## config.mk

```make
export PLATFORM = sky130hd
export DESIGN_NAME = pir_host_end_flat
export DESIGN_NICKNAME = d
export VERILOG_FILES = /design/src/rtl/pir_pkg.sv /design/src/rtl/pir_img_if.sv /design/src/rtl/pir_axil.sv /design/src/rtl/pir_host_end.sv /design/src/flat_wrapper.sv
export SDC_FILE = /design/constraint.sdc
export NUM_CORES = 1
export LEC_CHECK = 0
export BUFFER_PORTS_ARGS = -buffer_cell sky130_fd_sc_hd__buf_2
export CAP_MARGIN = 20
export CORE_MARGIN = 2
export CORE_UTILIZATION = 30
export DETAILED_ROUTE_END_ITERATION = 6
export SYNTH_ARGS = -nofsm -noshare
export SYNTH_HDL_FRONTEND = slang
export SYNTH_SLANG_ARGS = --single-unit
```

## constraint.sdc

```tcl
create_clock -name ref_clk -period 1.4 [get_ports ref_clk]
set_input_delay 0.07 -clock ref_clk [delete_from_list [all_inputs] [get_ports ref_clk]]
set_output_delay 0.07 -clock ref_clk [all_outputs]
set_load 0.05 [all_outputs]
```

## src/rtl/pir_pkg.sv

```systemverilog
package pir_pkg;
  // image geometry
  localparam int CHANS = 2;
  localparam int BYTE_W = 8;
  localparam int DATA_W = 16;
  localparam int IMG_BYTES = 6;
  localparam int IMG_BYTES_ALIGNED = 8;
  localparam int IMG_W = BYTE_W * IMG_BYTES_ALIGNED;
  localparam int CH_STRIDE_U = 3;
  localparam int CH_STRIDE_A = 4;
  localparam int WORD_OFS_U = 1;
  localparam int WORD_OFS_A = 2;

  // control and status byte fields
  localparam int MODE_BIT = 7;
  localparam int RW_BIT = 6;
  localparam int ERR_BIT = 6;
  localparam int REGNO_W = 6;
  localparam logic PD_ACK = 1'h0;
  localparam logic REG_ACK = 1'h1;
  localparam logic RW_WRITE = 1'h1;
  localparam logic [BYTE_W-1:0] MODE_MASK = 8'h80;
  localparam logic [REGNO_W-1:0] DIAG_REG = 6'h06;
  localparam logic [BYTE_W-1:0] DIAG_RSVD = 8'h00;
  localparam logic [DATA_W-1:0] AO_RESET = 16'h0000;

  typedef enum logic [1:0] {
    LIM_OFF = 2'b00,
    LIM_BELOW = 2'b01,
    LIM_ABOVE = 2'b10,
    LIM_EQUAL = 2'b11
  } pir_lim_type;

  // host register map, one aligned word each
  localparam int AXI_ADDR_W = 8;
  localparam int AXI_DATA_W = 32;
  localparam int AXI_STRB_W = AXI_DATA_W / BYTE_W;
  localparam logic [AXI_ADDR_W-1:0] REG_CH_OUT0 = 8'h00;
  localparam logic [AXI_ADDR_W-1:0] REG_CH_IN0 = 8'h08;
  localparam logic [AXI_ADDR_W-1:0] REG_RUN = 8'h10;
  localparam logic [AXI_ADDR_W-1:0] CH_REG_STRIDE = 8'h04;
  localparam int RUN_BIT = 0;
  localparam int CNT_LSB = 16;
  localparam int CNT_W = 16;
  localparam logic [1:0] RESP_OKAY = 2'h0;

  // exchange period
  localparam int CLK_PERIOD_PS = 25000;
  localparam int EXCH_PERIOD_NS = 1000;
  localparam int EXCH_CYCLES = (EXCH_PERIOD_NS * 1000) / CLK_PERIOD_PS;

  typedef enum logic {
    HS_IDLE = 1'b0,
    HS_WAIT = 1'b1
  } pir_hst_state_type;

  function automatic int pir_ofs(input bit aligned, input int ch, input bit word);
    int ofs;
    ofs = aligned ? CH_STRIDE_A * ch : CH_STRIDE_U * ch;
    if (word) begin
      ofs = ofs + (aligned ? WORD_OFS_A : WORD_OFS_U);
    end
    return ofs;
  endfunction

  function automatic pir_lim_type pir_lim(input logic en, input logic signed [DATA_W-1:0] v,
                                          input logic signed [DATA_W-1:0] t);
    pir_lim_type r;
    if (!en) begin
      r = LIM_OFF;
    end else if (v < t) begin
      r = LIM_BELOW;
    end else if (v > t) begin
      r = LIM_ABOVE;
    end else begin
      r = LIM_EQUAL;
    end
    return r;
  endfunction
endpackage

```

## src/rtl/pir_img_if.sv

```systemverilog
`timescale 1ns/1ps
interface pir_img_if
  import pir_pkg::*;
();
  // output image, controller to device
  logic [IMG_W-1:0] out_img;
  logic xfer;
  // input image, device to controller
  logic [IMG_W-1:0] in_img;
  logic in_valid;

  modport dev (
    input out_img,
    input xfer,
    output in_img,
    output in_valid
  );

  modport host (
    output out_img,
    output xfer,
    input in_img,
    input in_valid
  );
endinterface

```

## src/rtl/pir_axil.sv

```systemverilog
`timescale 1ns/1ps
module pir_axil
  import pir_pkg::*;
(
  // clock and reset
  input wire logic ref_clk,
  input wire logic rst,
  // write address and data
  input wire logic [AXI_ADDR_W-1:0] awaddr,
  input wire logic awvalid,
  output logic awready,
  input wire logic [AXI_DATA_W-1:0] wdata,
  input wire logic [AXI_STRB_W-1:0] wstrb,
  input wire logic wvalid,
  output logic wready,
  // write response
  output logic [1:0] bresp,
  output logic bvalid,
  input wire logic bready,
  // read address and data
  input wire logic [AXI_ADDR_W-1:0] araddr,
  input wire logic arvalid,
  output logic arready,
  output logic [AXI_DATA_W-1:0] rdata,
  output logic [1:0] rresp,
  output logic rvalid,
  input wire logic rready,
  // register file side
  output logic wr_en,
  output logic [AXI_ADDR_W-1:0] wr_addr,
  output logic [AXI_DATA_W-1:0] wr_data,
  output logic [AXI_STRB_W-1:0] wr_strb,
  output logic [AXI_ADDR_W-1:0] rd_addr,
  input wire logic [AXI_DATA_W-1:0] rd_data
);

  logic aw_hold_q, w_hold_q, awready_q, wready_q, bvalid_q, wr_en_q;
  logic arready_q, rvalid_q;
  logic aw_take, w_take, go, ar_take;
  logic aw_hold_d, w_hold_d, bvalid_d, rvalid_d;
  logic [AXI_ADDR_W-1:0] addr_q;
  logic [AXI_DATA_W-1:0] wdata_q, rdata_q;
  logic [AXI_STRB_W-1:0] strb_q;

  // address and data may arrive in either order; ready stays low
  // until the response is taken, so one write is under way at most
  always_comb begin
    aw_take = awvalid && awready_q;
    w_take = wvalid && wready_q;
    go = aw_hold_q && w_hold_q && !bvalid_q;
    aw_hold_d = go ? 1'b0 : (aw_hold_q || aw_take);
    w_hold_d = go ? 1'b0 : (w_hold_q || w_take);
    bvalid_d = go || (bvalid_q && !bready);
    ar_take = arvalid && arready_q;
    rvalid_d = ar_take || (rvalid_q && !rready);
  end

  always_ff @(posedge ref_clk) begin
    if (rst) begin
      aw_hold_q <= 1'b0;
      w_hold_q <= 1'b0;
      awready_q <= 1'b0;
      wready_q <= 1'b0;
      bvalid_q <= 1'b0;
      wr_en_q <= 1'b0;
    end else begin
      aw_hold_q <= aw_hold_d;
      w_hold_q <= w_hold_d;
      awready_q <= !aw_hold_d && !bvalid_d;
      wready_q <= !w_hold_d && !bvalid_d;
      bvalid_q <= bvalid_d;
      wr_en_q <= go;
    end
  end

  always_ff @(posedge ref_clk) begin
    if (rst) begin
      addr_q <= '0;
      wdata_q <= '0;
      strb_q <= '0;
    end else begin
      if (aw_take) begin
        addr_q <= awaddr;
      end
      if (w_take) begin
        wdata_q <= wdata;
        strb_q <= wstrb;
      end
    end
  end

  always_ff @(posedge ref_clk) begin
    if (rst) begin
      arready_q <= 1'b0;
      rvalid_q <= 1'b0;
      rdata_q <= '0;
    end else begin
      arready_q <= !rvalid_d;
      rvalid_q <= rvalid_d;
      if (ar_take) begin
        rdata_q <= rd_data;
      end
    end
  end

  assign awready = awready_q;
  assign wready = wready_q;
  assign bvalid = bvalid_q;
  assign bresp = RESP_OKAY;
  assign arready = arready_q;
  assign rvalid = rvalid_q;
  assign rdata = rdata_q;
  assign rresp = RESP_OKAY;
  assign wr_en = wr_en_q;
  assign wr_addr = addr_q;
  assign wr_data = wdata_q;
  assign wr_strb = strb_q;
  assign rd_addr = araddr;

endmodule

```

## src/rtl/pir_host_end.sv

```systemverilog
`timescale 1ns/1ps
module pir_host_end
  import pir_pkg::*;
#(
  parameter bit WORD_ALIGN = 1'b0,
  parameter int EXCH_DIV = EXCH_CYCLES
) (
  // clock and reset
  input wire logic ref_clk,
  input wire logic rst,
  // software register bus
  input wire logic [AXI_ADDR_W-1:0] awaddr,
  input wire logic awvalid,
  output logic awready,
  input wire logic [AXI_DATA_W-1:0] wdata,
  input wire logic [AXI_STRB_W-1:0] wstrb,
  input wire logic wvalid,
  output logic wready,
  output logic [1:0] bresp,
  output logic bvalid,
  input wire logic bready,
  input wire logic [AXI_ADDR_W-1:0] araddr,
  input wire logic arvalid,
  output logic arready,
  output logic [AXI_DATA_W-1:0] rdata,
  output logic [1:0] rresp,
  output logic rvalid,
  input wire logic rready,
  // process image link
  pir_img_if.host img
);

  logic wr_en;
  logic [AXI_ADDR_W-1:0] wr_addr, rd_addr;
  logic [AXI_DATA_W-1:0] wr_data, rd_data;
  logic [AXI_STRB_W-1:0] wr_strb;
  logic [CHANS-1:0][AXI_DATA_W-1:0] out_q, in_q;
  logic [AXI_DATA_W-1:0] run_q;
  logic [CNT_W-1:0] cnt_q;
  logic [$clog2(EXCH_DIV+1)-1:0] div_q;
  logic tick, xfer_q;
  pir_hst_state_type state_q;

  pir_axil i_pir_axil (
    .ref_clk(ref_clk), .rst(rst),
    .awaddr(awaddr), .awvalid(awvalid), .awready(awready),
    .wdata(wdata), .wstrb(wstrb), .wvalid(wvalid), .wready(wready),
    .bresp(bresp), .bvalid(bvalid), .bready(bready),
    .araddr(araddr), .arvalid(arvalid), .arready(arready),
    .rdata(rdata), .rresp(rresp), .rvalid(rvalid), .rready(rready),
    .wr_en(wr_en), .wr_addr(wr_addr), .wr_data(wr_data), .wr_strb(wr_strb),
    .rd_addr(rd_addr), .rd_data(rd_data)
  );

  // byte lanes honoured on every writable word
  always_ff @(posedge ref_clk) begin
    if (rst) begin
      out_q <= '0;
      run_q <= '0;
    end else if (wr_en) begin
      for (int b = 0; b < AXI_STRB_W; b++) begin
        for (int c = 0; c < CHANS; c++) begin
          if (wr_strb[b] && wr_addr == REG_CH_OUT0 + AXI_ADDR_W'(c) * CH_REG_STRIDE) begin
            out_q[c][BYTE_W*b +: BYTE_W] <= wr_data[BYTE_W*b +: BYTE_W];
          end
        end
        if (wr_strb[b] && wr_addr == REG_RUN) begin
          run_q[BYTE_W*b +: BYTE_W] <= wr_data[BYTE_W*b +: BYTE_W];
        end
      end
    end
  end

  always_comb begin
    rd_data = '0;
    for (int c = 0; c < CHANS; c++) begin
      if (rd_addr == REG_CH_OUT0 + AXI_ADDR_W'(c) * CH_REG_STRIDE) begin
        rd_data = out_q[c];
      end
      if (rd_addr == REG_CH_IN0 + AXI_ADDR_W'(c) * CH_REG_STRIDE) begin
        rd_data = in_q[c];
      end
    end
    if (rd_addr == REG_RUN) begin
      rd_data[RUN_BIT] = run_q[RUN_BIT];
      rd_data[CNT_LSB +: CNT_W] = cnt_q;
    end
  end

  // exchange rate divider
  always_ff @(posedge ref_clk) begin
    if (rst || tick) begin
      div_q <= '0;
    end else begin
      div_q <= div_q + 1'b1;
    end
  end

  assign tick = (div_q == ($bits(div_q))'(EXCH_DIV - 1));

  // a tick during an unanswered exchange is dropped, not queued
  always_ff @(posedge ref_clk) begin
    if (rst) begin
      state_q <= HS_IDLE;
      xfer_q <= 1'b0;
      cnt_q <= '0;
      in_q <= '0;
    end else begin
      xfer_q <= 1'b0;
      unique case (state_q)
        HS_IDLE: begin
          if (tick && run_q[RUN_BIT]) begin
            xfer_q <= 1'b1;
            state_q <= HS_WAIT;
          end
        end
        HS_WAIT: begin
          if (img.in_valid) begin
            for (int c = 0; c < CHANS; c++) begin
              in_q[c] <= {{(AXI_DATA_W - BYTE_W - DATA_W){1'b0}},
                img.in_img[BYTE_W*pir_ofs(WORD_ALIGN, c, 1'b1) +: DATA_W],
                img.in_img[BYTE_W*pir_ofs(WORD_ALIGN, c, 1'b0) +: BYTE_W]};
            end
            cnt_q <= cnt_q + 1'b1;
            state_q <= HS_IDLE;
          end
        end
      endcase
    end
  end

  assign img.xfer = xfer_q;

  // output image built from the channel words
  always_comb begin
    img.out_img = '0;
    for (int c = 0; c < CHANS; c++) begin
      // process mode sends the unused control bits as zero
      img.out_img[BYTE_W*pir_ofs(WORD_ALIGN, c, 1'b0) +: BYTE_W] =
        out_q[c][MODE_BIT] ? out_q[c][BYTE_W-1:0]
                           : (out_q[c][BYTE_W-1:0] & MODE_MASK);
      img.out_img[BYTE_W*pir_ofs(WORD_ALIGN, c, 1'b1) +: DATA_W] =
        out_q[c][BYTE_W +: DATA_W];
    end
  end

endmodule

```

## src/flat_wrapper.sv

```systemverilog
// flat-port wrapper written by rule: the top's interface ports become plain ports
module pir_host_end_flat import pir_pkg::*;
#(
  parameter bit WORD_ALIGN = 1'b0,
  parameter int EXCH_DIV = EXCH_CYCLES
)
  (ref_clk, rst, awaddr, awvalid, awready, wdata, wstrb, wvalid, wready, bresp, bvalid, bready, araddr, arvalid, arready, rdata, rresp, rvalid, rready, img_out_img, img_xfer, img_in_img, img_in_valid);
  pir_img_if img_i ();
  input wire logic ref_clk;
  input wire logic rst;
  input wire logic [AXI_ADDR_W-1:0] awaddr;
  input wire logic awvalid;
  output logic awready;
  input wire logic [AXI_DATA_W-1:0] wdata;
  input wire logic [AXI_STRB_W-1:0] wstrb;
  input wire logic wvalid;
  output logic wready;
  output logic [1:0] bresp;
  output logic bvalid;
  input wire logic bready;
  input wire logic [AXI_ADDR_W-1:0] araddr;
  input wire logic arvalid;
  output logic arready;
  output logic [AXI_DATA_W-1:0] rdata;
  output logic [1:0] rresp;
  output logic rvalid;
  input wire logic rready;
  output wire logic [$bits(img_i.out_img)-1:0] img_out_img;
  output wire logic [$bits(img_i.xfer)-1:0] img_xfer;
  input wire logic [$bits(img_i.in_img)-1:0] img_in_img;
  input wire logic [$bits(img_i.in_valid)-1:0] img_in_valid;
  assign img_out_img = img_i.out_img;
  assign img_xfer = img_i.xfer;
  assign img_i.in_img = img_in_img;
  assign img_i.in_valid = img_in_valid;
  pir_host_end #(.WORD_ALIGN(WORD_ALIGN), .EXCH_DIV(EXCH_DIV)) u_core (.ref_clk(ref_clk), .rst(rst), .awaddr(awaddr), .awvalid(awvalid), .awready(awready), .wdata(wdata), .wstrb(wstrb), .wvalid(wvalid), .wready(wready), .bresp(bresp), .bvalid(bvalid), .bready(bready), .araddr(araddr), .arvalid(arvalid), .arready(arready), .rdata(rdata), .rresp(rresp), .rvalid(rvalid), .rready(rready), .img(img_i));
endmodule
```

* Word level (Yosys, flattened, before mapping)
Index checks and enable logic that the tools add are counted.
Operators by class: $add $sub $neg 2, $mul 0, divide/modulo/power cells 0, magnitude comparators 0, equality and inequality tests 7, shifts and indexed selects 2, muxes and demuxes 19, bitwise logic cells 1, reduce and logical (&&, ||, !) cells 44
Operator list (count):
- two-way mux 29 bit | 6
- two-way mux 32 bit | 4
- variable part select 64 x 32 -> 16 bit | 2
- AND reduction 2 bit | 10
- logical AND 1 bit | 19
- adder 16 x 1 -> 16 bit, second input constant | 1
- equality test 8 x 3 -> 1 bit, second input constant | 2
- equality test 8 x 4 -> 1 bit, second input constant | 2
- equality test 8 x 5 -> 1 bit, second input constant | 2
- logical NOT 8 bit | 2
- two-way mux 16 bit | 1
- two-way mux 8 bit | 2
- logical NOT 1 bit | 7
- adder 6 x 1 -> 6 bit, second input constant | 1
- equality test 6 bit, second input constant | 1
- logical OR 1 bit | 5
- two-way mux 1 bit | 5
- case mux 1 bit (2 select lines) | 1
- OR reduction 2 bit | 1
- NOT 1 bit | 1
Word-level totals: bits in registers 221, bits in latches 0, RAM bits 0, ROM bits 0, input port bits 124, logic and storage cells 102, memories 0

* Logic depth before layout (Yosys ltp)
Gate-level depths: netlist of run 1.
word-level depth 6, mapped depth 6, depth with buffers taken out 5

* By module
Synthesis of run 1 repeated with hierarchy kept, for this count alone.
Unflattened totals: cell total of the unflattened synthesis 1146, area, all modules 10264.8 sq um
By module, submodules not included:
- pir_host_end | times used 1, cells each 764, area an instance 6356.1 sq um, seq. area each 2742.6 sq um
- pir_axil | times used 1, cells each 382, area an instance 3908.7 sq um, seq. area each 1681.6 sq um

* Worst setup path before layout of run 1
Ideal clock, no wire load.
kind register -> register, start reg u_core.i_pir_axil.arready_q, in the netlist u_core.i_pir_axil.arready, end reg u_core.i_pir_axil.rdata_q[21], in the netlist u_core.i_pir_axil.rdata[21], data arrival time 1.608 ns, required time 1.314 ns, path slack -0.294 ns, stages on the path, launching flop included 6, clock period less this slack 1.694 ns, path through dfxtp_1 and2_1 clkbuf_1 clkbuf_1 nor2_1 a211oi_1
Between the ends: word-level cells in the longest chain between the ends 1
Ends and longest elaborated chain:
- start, declared | line pir_axil.sv:38 | logic arready_q, rvalid_q;
- start signal, assigned | line pir_axil.sv:98 | arready_q <= !rvalid_d;
- logical AND 1 bit | line pir_axil.sv:54 | ar_take = arvalid && arready_q;
- end signal, assigned | line pir_axil.sv:101 | rdata_q <= rd_data;
- end, declared | line pir_axil.sv:42 | logic [AXI_DATA_W-1:0] wdata_q, rdata_q;
Every way passes these cells. A chain may end at the register's enable or synchronous reset.

* Final worst setup path of run 1
start reg u_core.i_pir_axil.addr_q[1], in the netlist u_core.i_pir_axil.wr_addr[1], end reg u_core.out_q (netlist bit u_core.img.out_img[38])
Between the ends: word-level cells in the longest chain between the ends 3
Ends and longest elaborated chain:
- start, declared | line pir_axil.sv:41 | logic [AXI_ADDR_W-1:0] addr_q;
- start signal, assigned | line pir_axil.sv:83 | addr_q <= awaddr;
- equality test 8 x 3 -> 1 bit | line pir_host_end.sv:63 | if (wr_strb[b] && wr_addr == REG_CH_OUT0 + AXI_ADDR_W'(c) * CH_REG_STRIDE) begin
- logical AND 1 bit | line pir_host_end.sv:63
- AND reduction 2 bit (no line)
- end signal, assigned by index | line pir_host_end.sv:64 | out_q[c][BYTE_W*b +: BYTE_W] <= wr_data[BYTE_W*b +: BYTE_W];
- end, declared | line pir_host_end.sv:37 | logic [CHANS-1:0][AXI_DATA_W-1:0] out_q, in_q;
Every way passes these cells.

==> impl_metrics.py, run 1 <==
metrics = {
    "synthesis": {
        "ys_warn_count": 0,
        "ys_ff_latch": 221,
        "synth_compound_area_share_pct": 11.85,
        "synth_cells": 1070,
        "avgSynthCellArea_um2": 8.664,
        "async_flop_share_pct": 0,
        "synthTopCellsByArea": "dfxtp_1 48%, nand2_1 9.2%, mux2i_1 8.0%",
        "netlist.area_leader.share_pct": 47.73,
        "ys_types": 48,
        "synth_fa_ha_area_share_pct": 0.2699,
        "seq_area_frac_synth_pct": 47.73,
        "synth_top_family_by_area": "simple AND/OR/NAND/NOR gates",
        "synth-main-ff-cell": "dfxtp_1",
        "synth_top_area_cell": "dfxtp_1",
        "synth_mux_area_share_pct": 9.934,
        "netlist_area_um2": 9270,
        "synth_xor_area_share_pct": 1.512,
        "synth_edf_count": 0,
        "synth-simple-area-share_pct": 21.27,
    },
    "sta": {
        "finalCritPeriodShare_pct": 107.4,
        "finalCriticalPeriod_ns": 1.503,
        "slew_headroom_pct": 45.88,
        "skew_ns": 0.01254,
        "rsz0062_at_grt": "yes",
        "worst_pin_slew_ns": 0.8101,
        "finalHoldViolations": 0,
        "fmax_mhz": 665.3,
        "slew_violations": 0,
        "setup_slack_ns": -0.1030,
        "setup_viol": 66,
        "tns_ns": -2.983,
    },
    "floorplan": {
        "std_cell_rows": 64,
        "start_util_pct": 30.38,
        "fp.dieH_um": 179.8,
        "ios": 230,
        "dieArea_um2": 32320,
        "coreArea_um2": 30510,
        "die_w_um": 179.8,
    },
    "detailed_routing": {
        "avgViaCountPerCell": 4.678,
        "wirelength_mm": 28.19,
        "drc": 0,
        "detail-route-antenna-nets": 0,
        "drt_iter0_markers": 425,
        "firstDrtPassIters": 5,
        "vias": 8303,
        "wl_per_cell_um": 15.88,
    },
    "cells_and_area": {
        "final_common_cell": "nand2_1",
        "ff_latch_area_um2": 4451,
        "multiInputGateArea_um2": 4442,
        "n_antenna_cell": 0,
        "drive_gt1_share_pct": 27.12,
        "syn2layout_area_growth_pct": 41.57,
        "final_cell_mix": "226 x nand2_1, 206 x dfxtp_1, 177 x buf_2",
        "fill_cells": 2985,
        "finalNetCount": 1488,
    },
    "global_route": {
        "grt_pass1_wl_mm": 44.05,
        "grt_overflow_total": 0,
        "grt_pass1_vias": 8188,
        "grt_usage_pct": 16.82,
        "grt_max_degree": 64,
        "grt_antenna_before_repair": 0,
    },
    "critical_path": {
        "critPathLaunch": "u_core.i_pir_axil.wr_addr[1]",
        "end_kind": "flop",
        "worstReg2RegStart": "u_core.i_pir_axil.wr_addr[1]",
        "cp.arrival_ns": 1.91,
        "max_stage_delay_ns": 0.33,
        "worst_r2r_path_depth": 6,
        "start_kind": "flop",
        "crit_fanout": 8,
        "crit_required_ns": 1.81,
        "slowest_stage": "dfxtp_2",
        "r2r_slack_ns": -0.10,
        "worstSetupPathType": "reg2reg",
        "crit_chain": "nor4b_4 > buf_6 > nand4_4 > buf_12 > mux2i_1 > nor2_1",
    },
    "worst_hold_path": {
        "holdPathStages": 4,
        "holdCritStartpoint": "awvalid",
        "hp-class": "in2reg",
    },
    "place": {
        "gp_congestion": 0.8178,
        "place_ws_ns": -0.1792,
        "io_buffers": 193,
        "place_hpwl_mm": 19.92,
    },
    "clock_network": {
        "cts_tree": "built",
        "cts.sinks": 221,
        "cts_buffer_depth": 3,
        "cts_made_buffers": 26,
        "cts-root-buf": "clkbuf_16",
        "htree_levels": 1,
        "insertion_delay_ns": 0.52,
        "path_clk_slew_ns": 0.06,
    },
    "power": {
        "p_leak_nw": 5.772,
        "irDropWorstVdd_mv": 0.8821,
        "powerDensity_nw_per_um2": 1128,
    },
    "status": {
        "status": "finished, violations left",
        "violations": "negative setup slack",
    },
    "run": {
        "drv_cap": 0,
    },
}
[cell type report]
type | instances | share of cell area (%)
clock inverter | 10 | 1.020
inverter | 3 | 0.08580
clock buffer | 35 | 5.758
multi-input combinational | 749 | 33.85
sequential | 221 | 33.91
timing repair buffer | 361 | 21.60
tap | 396 | 3.775
[Yosys cell counts, types with 3 or more instances]
library cell / count
nor3_1: 8
nand2_1: 226
a211oi_1: 17
nand4_1: 8
mux2i_1: 74
o22ai_1: 15
a21oi_1: 103
and2_1: 25
dfxtp_1: 221
nor4_2: 3
buf_1: 3
mux2_2: 15
xnor2_1: 11
nand4_2: 8
nor2b_1: 9
nor2_1: 131
o2bb2ai_1: 9
nor4_1: 4
a221oi_1: 9
buf_2: 7
xor2_1: 5
nand3_1: 5
o31ai_1: 15
a22o_1: 8
clkbuf_1: 45
inv_1: 3
buf_4: 59
[worst paths after layout]
kind	to
max	u_core.img.out_img[38]
min reg2reg	u_core.i_pir_axil.awready
max reg2reg	u_core.img.out_img[38]
min	u_core.i_pir_axil.wr_addr[1]
[per-stage QoR]
step / cells / cell area, um^2 / power (W) / util [%] / hold slack, ns
after global placement: 1631 / 10970 / 0.007727 / 35.97 / 0.3151
after global routing: 1775 / 13120 / 0.01533 / 43.02 / 0.05810
final: 1775 / 13120 / 0.01481 / 43.02 / 0.01028
after floorplan: 1089 / 9385 / 0.007322 / - / 0.2060
after CTS: 1774 / 13000 / 0.01498 / 42.60 / 0.001608
after detailed placement: 1631 / 10970 / 0.007740 / 35.97 / 0.3160
[state kept, by name (all words and copies together), names as in the netlist, 6 cells and up]
name                       flops
u_core.img.out_img            32
u_core.i_pir_axil.wr_data     32
u_core.in_q                   48
u_core.i_pir_axil.wr_addr      8
u_core.i_pir_axil.rdata       32
u_core.div_q                   6
u_core.out_q                  32
u_core.cnt_q                  16
[routing by layer]
| layer | share of wire (%) | global-route usage (%) |
|---|---|---|
| met3 | 4.6 | 2.411 |
| met5 | 0 | 0 |
| met4 | 2.4 | 4.585 |
| met1 | 45 | 21.81 |
| met2 | 48 | 29.15 |
[critical path, delay by kind of cell, from the launching register on]
kind / cells / cell delay, ns
mux: 1 / 0.18
simple gates: 3 / 0.51
flops: 1 / 0.33
buf+inv: 2 / 0.38
[cells by family (layout without fill, tap and decap cells)]
family,Yosys count,count (layout)
xor+xnor,16,16
flops,221,221
buf+inv,119,409
other cells,1,20
simple gates,442,442
fa+ha+maj,2,2
compound gates,179,179
mux,90,90
[power breakdown]
part	switching, W	internal (W)	total (W)
logic	0.000794	0.000540	0.00133
registers	0.0000894	0.00640	0.00649
clock network	0.00267	0.00431	0.00698
[what timing repair did]
item | in CTS | in global routing
endpoints found under the setup margin | 85 | 75
cloned | 1 | 0
setup buffers | 1 | 1
hold buffers | 96 | 0
gates resized for setup | 42 | 29
pin swaps | 14 | 16
endpoints found under the hold margin | 117 | 0
Note: power is estimated with default switching activity, not from simulation.
==> run 2: changes to the inputs <==
--- a/config.mk
+++ b/config.mk
@@ -10,6 +10,7 @@
 export CORE_MARGIN = 2
 export CORE_UTILIZATION = 30
 export DETAILED_ROUTE_END_ITERATION = 6
+export REMOVE_ABC_BUFFERS = 1
 export SYNTH_ARGS = -nofsm -noshare
 export SYNTH_HDL_FRONTEND = slang
 export SYNTH_SLANG_ARGS = --single-unit
==> constraint.sdc (replaced) <==
create_clock -name ref_clk -period 1.5 [get_ports ref_clk]
set_input_delay 0.075 -clock ref_clk [delete_from_list [all_inputs] [get_ports ref_clk]]
set_output_delay 0.075 -clock ref_clk [all_outputs]
set_load 0.05 [all_outputs]
==> run 2 against run 1 <==
The run still ends with negative setup slack left. Clock skew decreased by 0.0064 ns. Worst hold slack improved by 0.031 ns. Design area decreased by 1.6%. Maximum frequency about the same. Non-clock buffer count increased by 5. Sequential share of layout area increased by 0.43 points. Combinational power decreased by 6%. Via count decreased by 0.55%. Total power decreased by 9.3%. Critical path depth unchanged. First-iteration DRC count decreased by 19%. Critical endpoint is now u_core.out_q[35]. Highest routed layer unchanged.
==> impl_metrics.py, run 2 (synthesis gave the netlist of run 1 again) <==
metrics = {
    "status": {
        "status": "finished, violations left",
        "violations": "negative setup slack",
    },
    "cells_and_area": {
        "syn2layout_area_growth_pct": 39.36,
        "fill_cells": 3024,
        "final_cell_mix": "224 x nand2_1, 211 x dfxtp_1, 181 x buf_2",
        "final_common_cell": "nand2_1",
        "regMostFlops": "u_core.in_q",
        "fin_cells": 1779,
        "finalNetCount": 1492,
        "final_area_um2": 12920,
        "largest_reg_flops": 48,
        "drive_gt1_share_pct": 26.12,
    },
    "sta": {
        "finalHoldViolations": 0,
        "setup_slack_ns": -0.003573,
        "slew_headroom_pct": 48.80,
        "worst_pin_slew_ns": 0.7654,
        "tns_ns": -0.003573,
        "finalCritPeriodShare_pct": 100.2,
        "finalCriticalPeriod_ns": 1.504,
        "slew_violations": 0,
        "skew_ns": 0.006088,
        "setup_viol": 1,
        "rsz0062_at_grt": "yes",
        "fmax_mhz": 665.1,
    },
    "floorplan": {
        "ios": 230,
        "dieArea_um2": 32320,
        "coreArea_um2": 30510,
        "die_w_um": 179.8,
        "start_util_pct": 30.38,
        "fp.dieH_um": 179.8,
        "std_cell_rows": 64,
    },
    "power": {
        "fin_total_pwr_w": 0.01343,
        "p_switching_w": 0.003209,
        "powerDensity_nw_per_um2": 1040,
        "irDropWorstVdd_mv": 0.7706,
        "p_int_w": 0.01022,
        "combPwrFrac_pct": 9.3,
        "p_leak_nw": 5.760,
        "pwr-share-clk_pct": 45.5,
        "sw_frac_of_total_pct": 23.90,
        "pwr-share-seq_pct": 45.1,
    },
    "clock_network": {
        "cts_buffer_depth": 3,
        "cts.sinks": 221,
        "cts-root-buf": "clkbuf_16",
        "insertion_delay_ns": 0.51,
        "cts_made_buffers": 25,
        "path_clk_slew_ns": 0.06,
        "htree_levels": 1,
        "cts_tree": "built",
    },
    "place": {
        "place_ws_ns": -0.01573,
        "dpl_cell_area_um2": 10960,
        "place_hpwl_mm": 19.02,
        "io_buffers": 193,
        "gp_congestion": 0.7913,
        "dpl.cell_count": 1635,
    },
    "detailed_routing": {
        "drc": 0,
        "wl_per_cell_um": 15.53,
        "wirelength_mm": 27.62,
        "drt_iter0_markers": 345,
        "vias": 8257,
        "firstDrtPassIters": 4,
        "avgViaCountPerCell": 4.641,
        "detail-route-antenna-nets": 0,
    },
    "global_route": {
        "grt_usage_pct": 16.32,
        "grt_pass1_vias": 8143,
        "grt_antenna_before_repair": 1,
        "grt_overflow_total": 0,
        "grt_pass1_wl_mm": 43.04,
        "grt_max_degree": 37,
    },
    "worst_hold_path": {
        "holdCritStartpoint": "rst",
        "hp-class": "in2reg",
    },
    "critical_path": {
        "end_kind": "flop",
        "critPathLaunch": "u_core.i_pir_axil.wr_addr[1]",
        "worstReg2RegStart": "u_core.i_pir_axil.wr_addr[1]",
        "worstSetupPathType": "reg2reg",
        "crit_fanout": 8,
        "start_kind": "flop",
        "crit_required_ns": 1.91,
        "cp.arrival_ns": 1.91,
    },
    "run": {
        "drv_cap": 0,
    },
}
## run 2: cell types whose count changed in the layout (fill, tap and decap cells not counted), sizes merged
cell         change
diode            +1
dlygate4sd3      +3
bufinv           -1
buf              -2
inv              -1
clkinvlp         -1
clkbuf           +5
## run 2: timing repair
action,CTS,global route
buffers inserted,0,0
hold buffers,98,1
endpoints found under the hold margin,110,1
gates cloned,0,1
pin swaps,0,3
setup endpoints to repair,27,76
gates resized for setup,10,31
## run 2: power by group through the flow
| stage | sequential [W] | combinational [W] | clock, W |
|---|---|---|---|
| after floorplan | 0.00630 | 0.000378 | 0 |
| after global placement | 0.00619 | 0.00105 | 0 |
| after detailed placement | 0.00619 | 0.00105 | 0 |
| after CTS | 0.00606 | 0.00126 | 0.00630 |
| after global routing | 0.00607 | 0.00136 | 0.00648 |
| final | 0.00606 | 0.00125 | 0.00611 |
## run 2: layout make-up
class	instances	area, um^2	area share [%]
diodes	1	2.502	0.01937
clock buffers	36	737.0	5.705
clock inverters	7	87.58	0.6780
inverters	3	11.26	0.08717
multi-input cells	749	4317	33.41
flip-flops and latches	221	4437	34.34
well taps	396	495.5	3.835
repair buffers	366	2831	21.92
## run 2: worst paths after layout
kind | endpoint | slack (ns) | cells past startpoint
max | u_core.out_q[35] | -0.004 | 6
max reg2reg | u_core.out_q[35] | -0.004 | 6
min reg2reg | u_core.i_pir_axil.rdata[15] | 0.45 | 2
min | u_core.run_q[0] | 0.04 | 3
## run 2: stage by stage
step                util (%)  hold slack (ns)
global placement       35.92           0.3196
floorplan                  -           0.1441
finish                 42.34          0.04114
CTS                    41.93        0.0009432
global route           42.34          0.03778
detailed placement     35.92           0.3217
## run 2: critical path, stage by stage, from the launching register on
cell and delay, ns:
dfxtp_2 0.33, nor4b_4 0.32, buf_2 0.22, nand4_2 0.13
buf_12 0.18, mux2i_1 0.16, nor2_1 0.05
## run 2: metal layers
| layer | wire [um] | share of wire (%) | track usage (%) | vias up |
|---|---|---|---|---|
| li1 | - | - | - | 4133 |
| met1 | 12650 | 46 | 21.19 | 3875 |
| met2 | 13060 | 47 | 28.03 | 199 |
| met3 | 1162 | 4.2 | 2.350 | 50 |
| met4 | 753 | 2.7 | 4.878 | 0 |
| met5 | 0 | 0 | 0 | - |
==> run 3: changes to the inputs <==
--- a/config.mk
+++ b/config.mk
@@ -5,7 +5,7 @@
 export SDC_FILE = /design/constraint.sdc
 export NUM_CORES = 1
 export LEC_CHECK = 0
-export BUFFER_PORTS_ARGS = -buffer_cell sky130_fd_sc_hd__buf_2
+export BUFFER_PORTS_ARGS = -buffer_cell sky130_fd_sc_hd__buf_4
 export CAP_MARGIN = 20
 export CORE_MARGIN = 2
 export CORE_UTILIZATION = 30
==> run 3 against run 2 <==
The flow now finishes without violations. Critical endpoint is now u_core.out_q[1]. Largest cell class unchanged. Register-to-register slack improved by 0.02 ns. Via count fell by 0.36%. Critical path type unchanged. Sequential power barely moved. Utilization rose by 0.90 points.
==> impl_metrics.py, run 3 (synthesis gave the netlist of run 1 again) <==
metrics = {
    "power": {
        "powerDensity_nw_per_um2": 1032,
        "irDropWorstVdd_mv": 0.7056,
        "p_switching_w": 0.003234,
        "pwr-share-seq_pct": 44.5,
        "combPwrFrac_pct": 9.7,
        "pwr-share-clk_pct": 45.7,
        "sw_frac_of_total_pct": 23.76,
        "p_leak_nw": 5.764,
        "p_int_w": 0.01038,
    },
    "cells_and_area": {
        "final_cell_mix": "244 x buf_4, 224 x nand2_1, 216 x dfxtp_1",
        "postLayoutCoreUtil_pct": 43.25,
        "final_area_um2": 13190,
        "largest_reg_flops": 48,
        "multiInputGateArea_um2": 4290,
        "fill_cells": 2983,
        "final_common_cell": "buf_4",
        "fin_cells": 1773,
        "syn2layout_area_growth_pct": 42.33,
        "finalNetCount": 1484,
        "ff_latch_area_um2": 4431,
        "drive_gt1_share_pct": 25.58,
        "regMostFlops": "u_core.in_q",
    },
    "place": {
        "gp_congestion": 0.7686,
        "io_buffers": 193,
        "dpl_cell_area_um2": 11330,
        "dpl.cell_count": 1630,
        "place_hpwl_mm": 18.67,
    },
    "sta": {
        "finalHoldViolations": 0,
        "rsz0062_at_grt": "yes",
        "worst_pin_slew_ns": 0.5923,
        "slew_violations": 0,
        "finalCritPeriodShare_pct": 99.11,
        "skew_ns": 0.01017,
        "slew_headroom_pct": 60.43,
        "hold_ws_ns": 0.02863,
        "setup_viol": 0,
        "fmax_mhz": 672.6,
        "finalCriticalPeriod_ns": 1.487,
    },
    "clock_network": {
        "htree_levels": 1,
        "cts_buffer_depth": 3,
        "cts.sinks": 221,
        "cts_made_buffers": 25,
        "cts_setup_buffers": 0,
        "cts-root-buf": "clkbuf_16",
        "insertion_delay_ns": 0.51,
        "cts_tree": "built",
        "path_clk_slew_ns": 0.06,
    },
    "critical_path": {
        "r2r_slack_ns": 0.01,
        "max_stage_delay_ns": 0.33,
        "crit_fanout": 8,
        "crit_chain": "nor4b_4 > buf_2 > nand4_2 > buf_12 > mux2i_1 > nor2_1",
        "start_kind": "flop",
        "slowest_stage": "dfxtp_2",
        "end_kind": "flop",
        "cp.arrival_ns": 1.88,
        "worst_r2r_path_depth": 6,
        "crit_required_ns": 1.90,
        "worstSetupPathType": "reg2reg",
    },
    "global_route": {
        "grt_overflow_total": 0,
        "grt_usage_pct": 16.07,
        "met1_usage_pct": 21.26,
        "grt_pass1_wl_mm": 42.32,
        "grt_antenna_before_repair": 1,
        "grtUsageMet3_pct": 2.249,
        "grt_pass1_vias": 7916,
        "grt_max_degree": 52,
        "busiest_layer": "met2",
        "gr-usage-met2_pct": 27.46,
    },
    "detailed_routing": {
        "firstDrtPassIters": 5,
        "avgViaCountPerCell": 4.640,
        "drt_iter0_markers": 365,
        "wl_per_cell_um": 15.36,
        "detail-route-antenna-nets": 0,
        "drc": 0,
        "vias": 8227,
        "wirelength_mm": 27.23,
    },
    "floorplan": {
        "die_w_um": 179.8,
        "ios": 230,
        "dieArea_um2": 32320,
        "fp.dieH_um": 179.8,
        "coreArea_um2": 30510,
        "start_util_pct": 30.38,
        "std_cell_rows": 64,
    },
    "worst_hold_path": {
        "holdPathStages": 4,
        "hp-class": "in2reg",
    },
    "run": {
        "drv_cap": 0,
    },
    "status": {
        "status": "complete, no violations",
    },
}
-- run 3: final timing paths --
kind,startpoint,end
hold / removal,awvalid,u_core.i_pir_axil.wr_addr[1]
setup reg to reg,u_core.i_pir_axil.wr_addr[1],u_core.out_q[1]
setup / recovery,u_core.i_pir_axil.wr_addr[1],u_core.out_q[1]
hold reg to reg,u_core.div_q[0],u_core.div_q[0]
-- run 3: cell type report --
cell class / count / share of cell area, %
well taps: 396 / 3.755
clock inverters: 12 / 1.043
clock buffers: 33 / 5.349
inverters: 3 / 0.08535
repair buffers: 358 / 23.65
flip-flops and latches: 221 / 33.58
diodes: 1 / 0.01897
multi-input cells: 749 / 32.52
-- run 3: worst max-delay path: cells and delay by family, from the launching register on --
| kind | cells | cell delay, ns |
|---|---|---|
| AND/OR/NAND/NOR | 3 | 0.49 |
| flip-flops | 1 | 0.33 |
| buffers and inverters | 2 | 0.39 |
| multiplexers | 1 | 0.16 |
-- run 3: power groups by stage --
stage / logic [W] / registers (W) / clock network (W)
3_5_place_dp: 0.00112 / 0.00619 / 0
3_3_place_gp: 0.00112 / 0.00619 / 0
4_1_cts: 0.00133 / 0.00606 / 0.00642
2_1_floorplan: 0.000378 / 0.00630 / 0
5_1_grt: 0.00143 / 0.00607 / 0.00662
6_report: 0.00133 / 0.00606 / 0.00623
-- run 3: routing by layer --
metal	part of all wire, %	vias up	routed length, um
met5	0	-	0
met2	48	187	13150
met4	1.9	0	518
met1	46	3881	12410
li1	-	4124	-
met3	4.2	35	1156
-- run 3: timing repair --
| item | in CTS | in global routing |
|---|---|---|
| gates cloned | 0 | 1 |
| setup endpoints to repair | 74 | 71 |
| pin swaps | 0 | 3 |
| gates resized for setup | 3 | 11 |
| hold buffers | 96 | 0 |
| hold endpoints to repair | 113 | 0 |
-- run 3: through the flow --
stage	setup TNS (ns)	power [W]	setup WS (ns)
after floorplan	-91.67	0.006680	-1.124
after global placement	0	0.007304	0.004855
after detailed placement	-0.9243	0.007315	-0.07700
after CTS	-0.9525	0.01381	-0.03425
after global routing	-3.425	0.01412	-0.09430
final	0	0.01361	0.01328
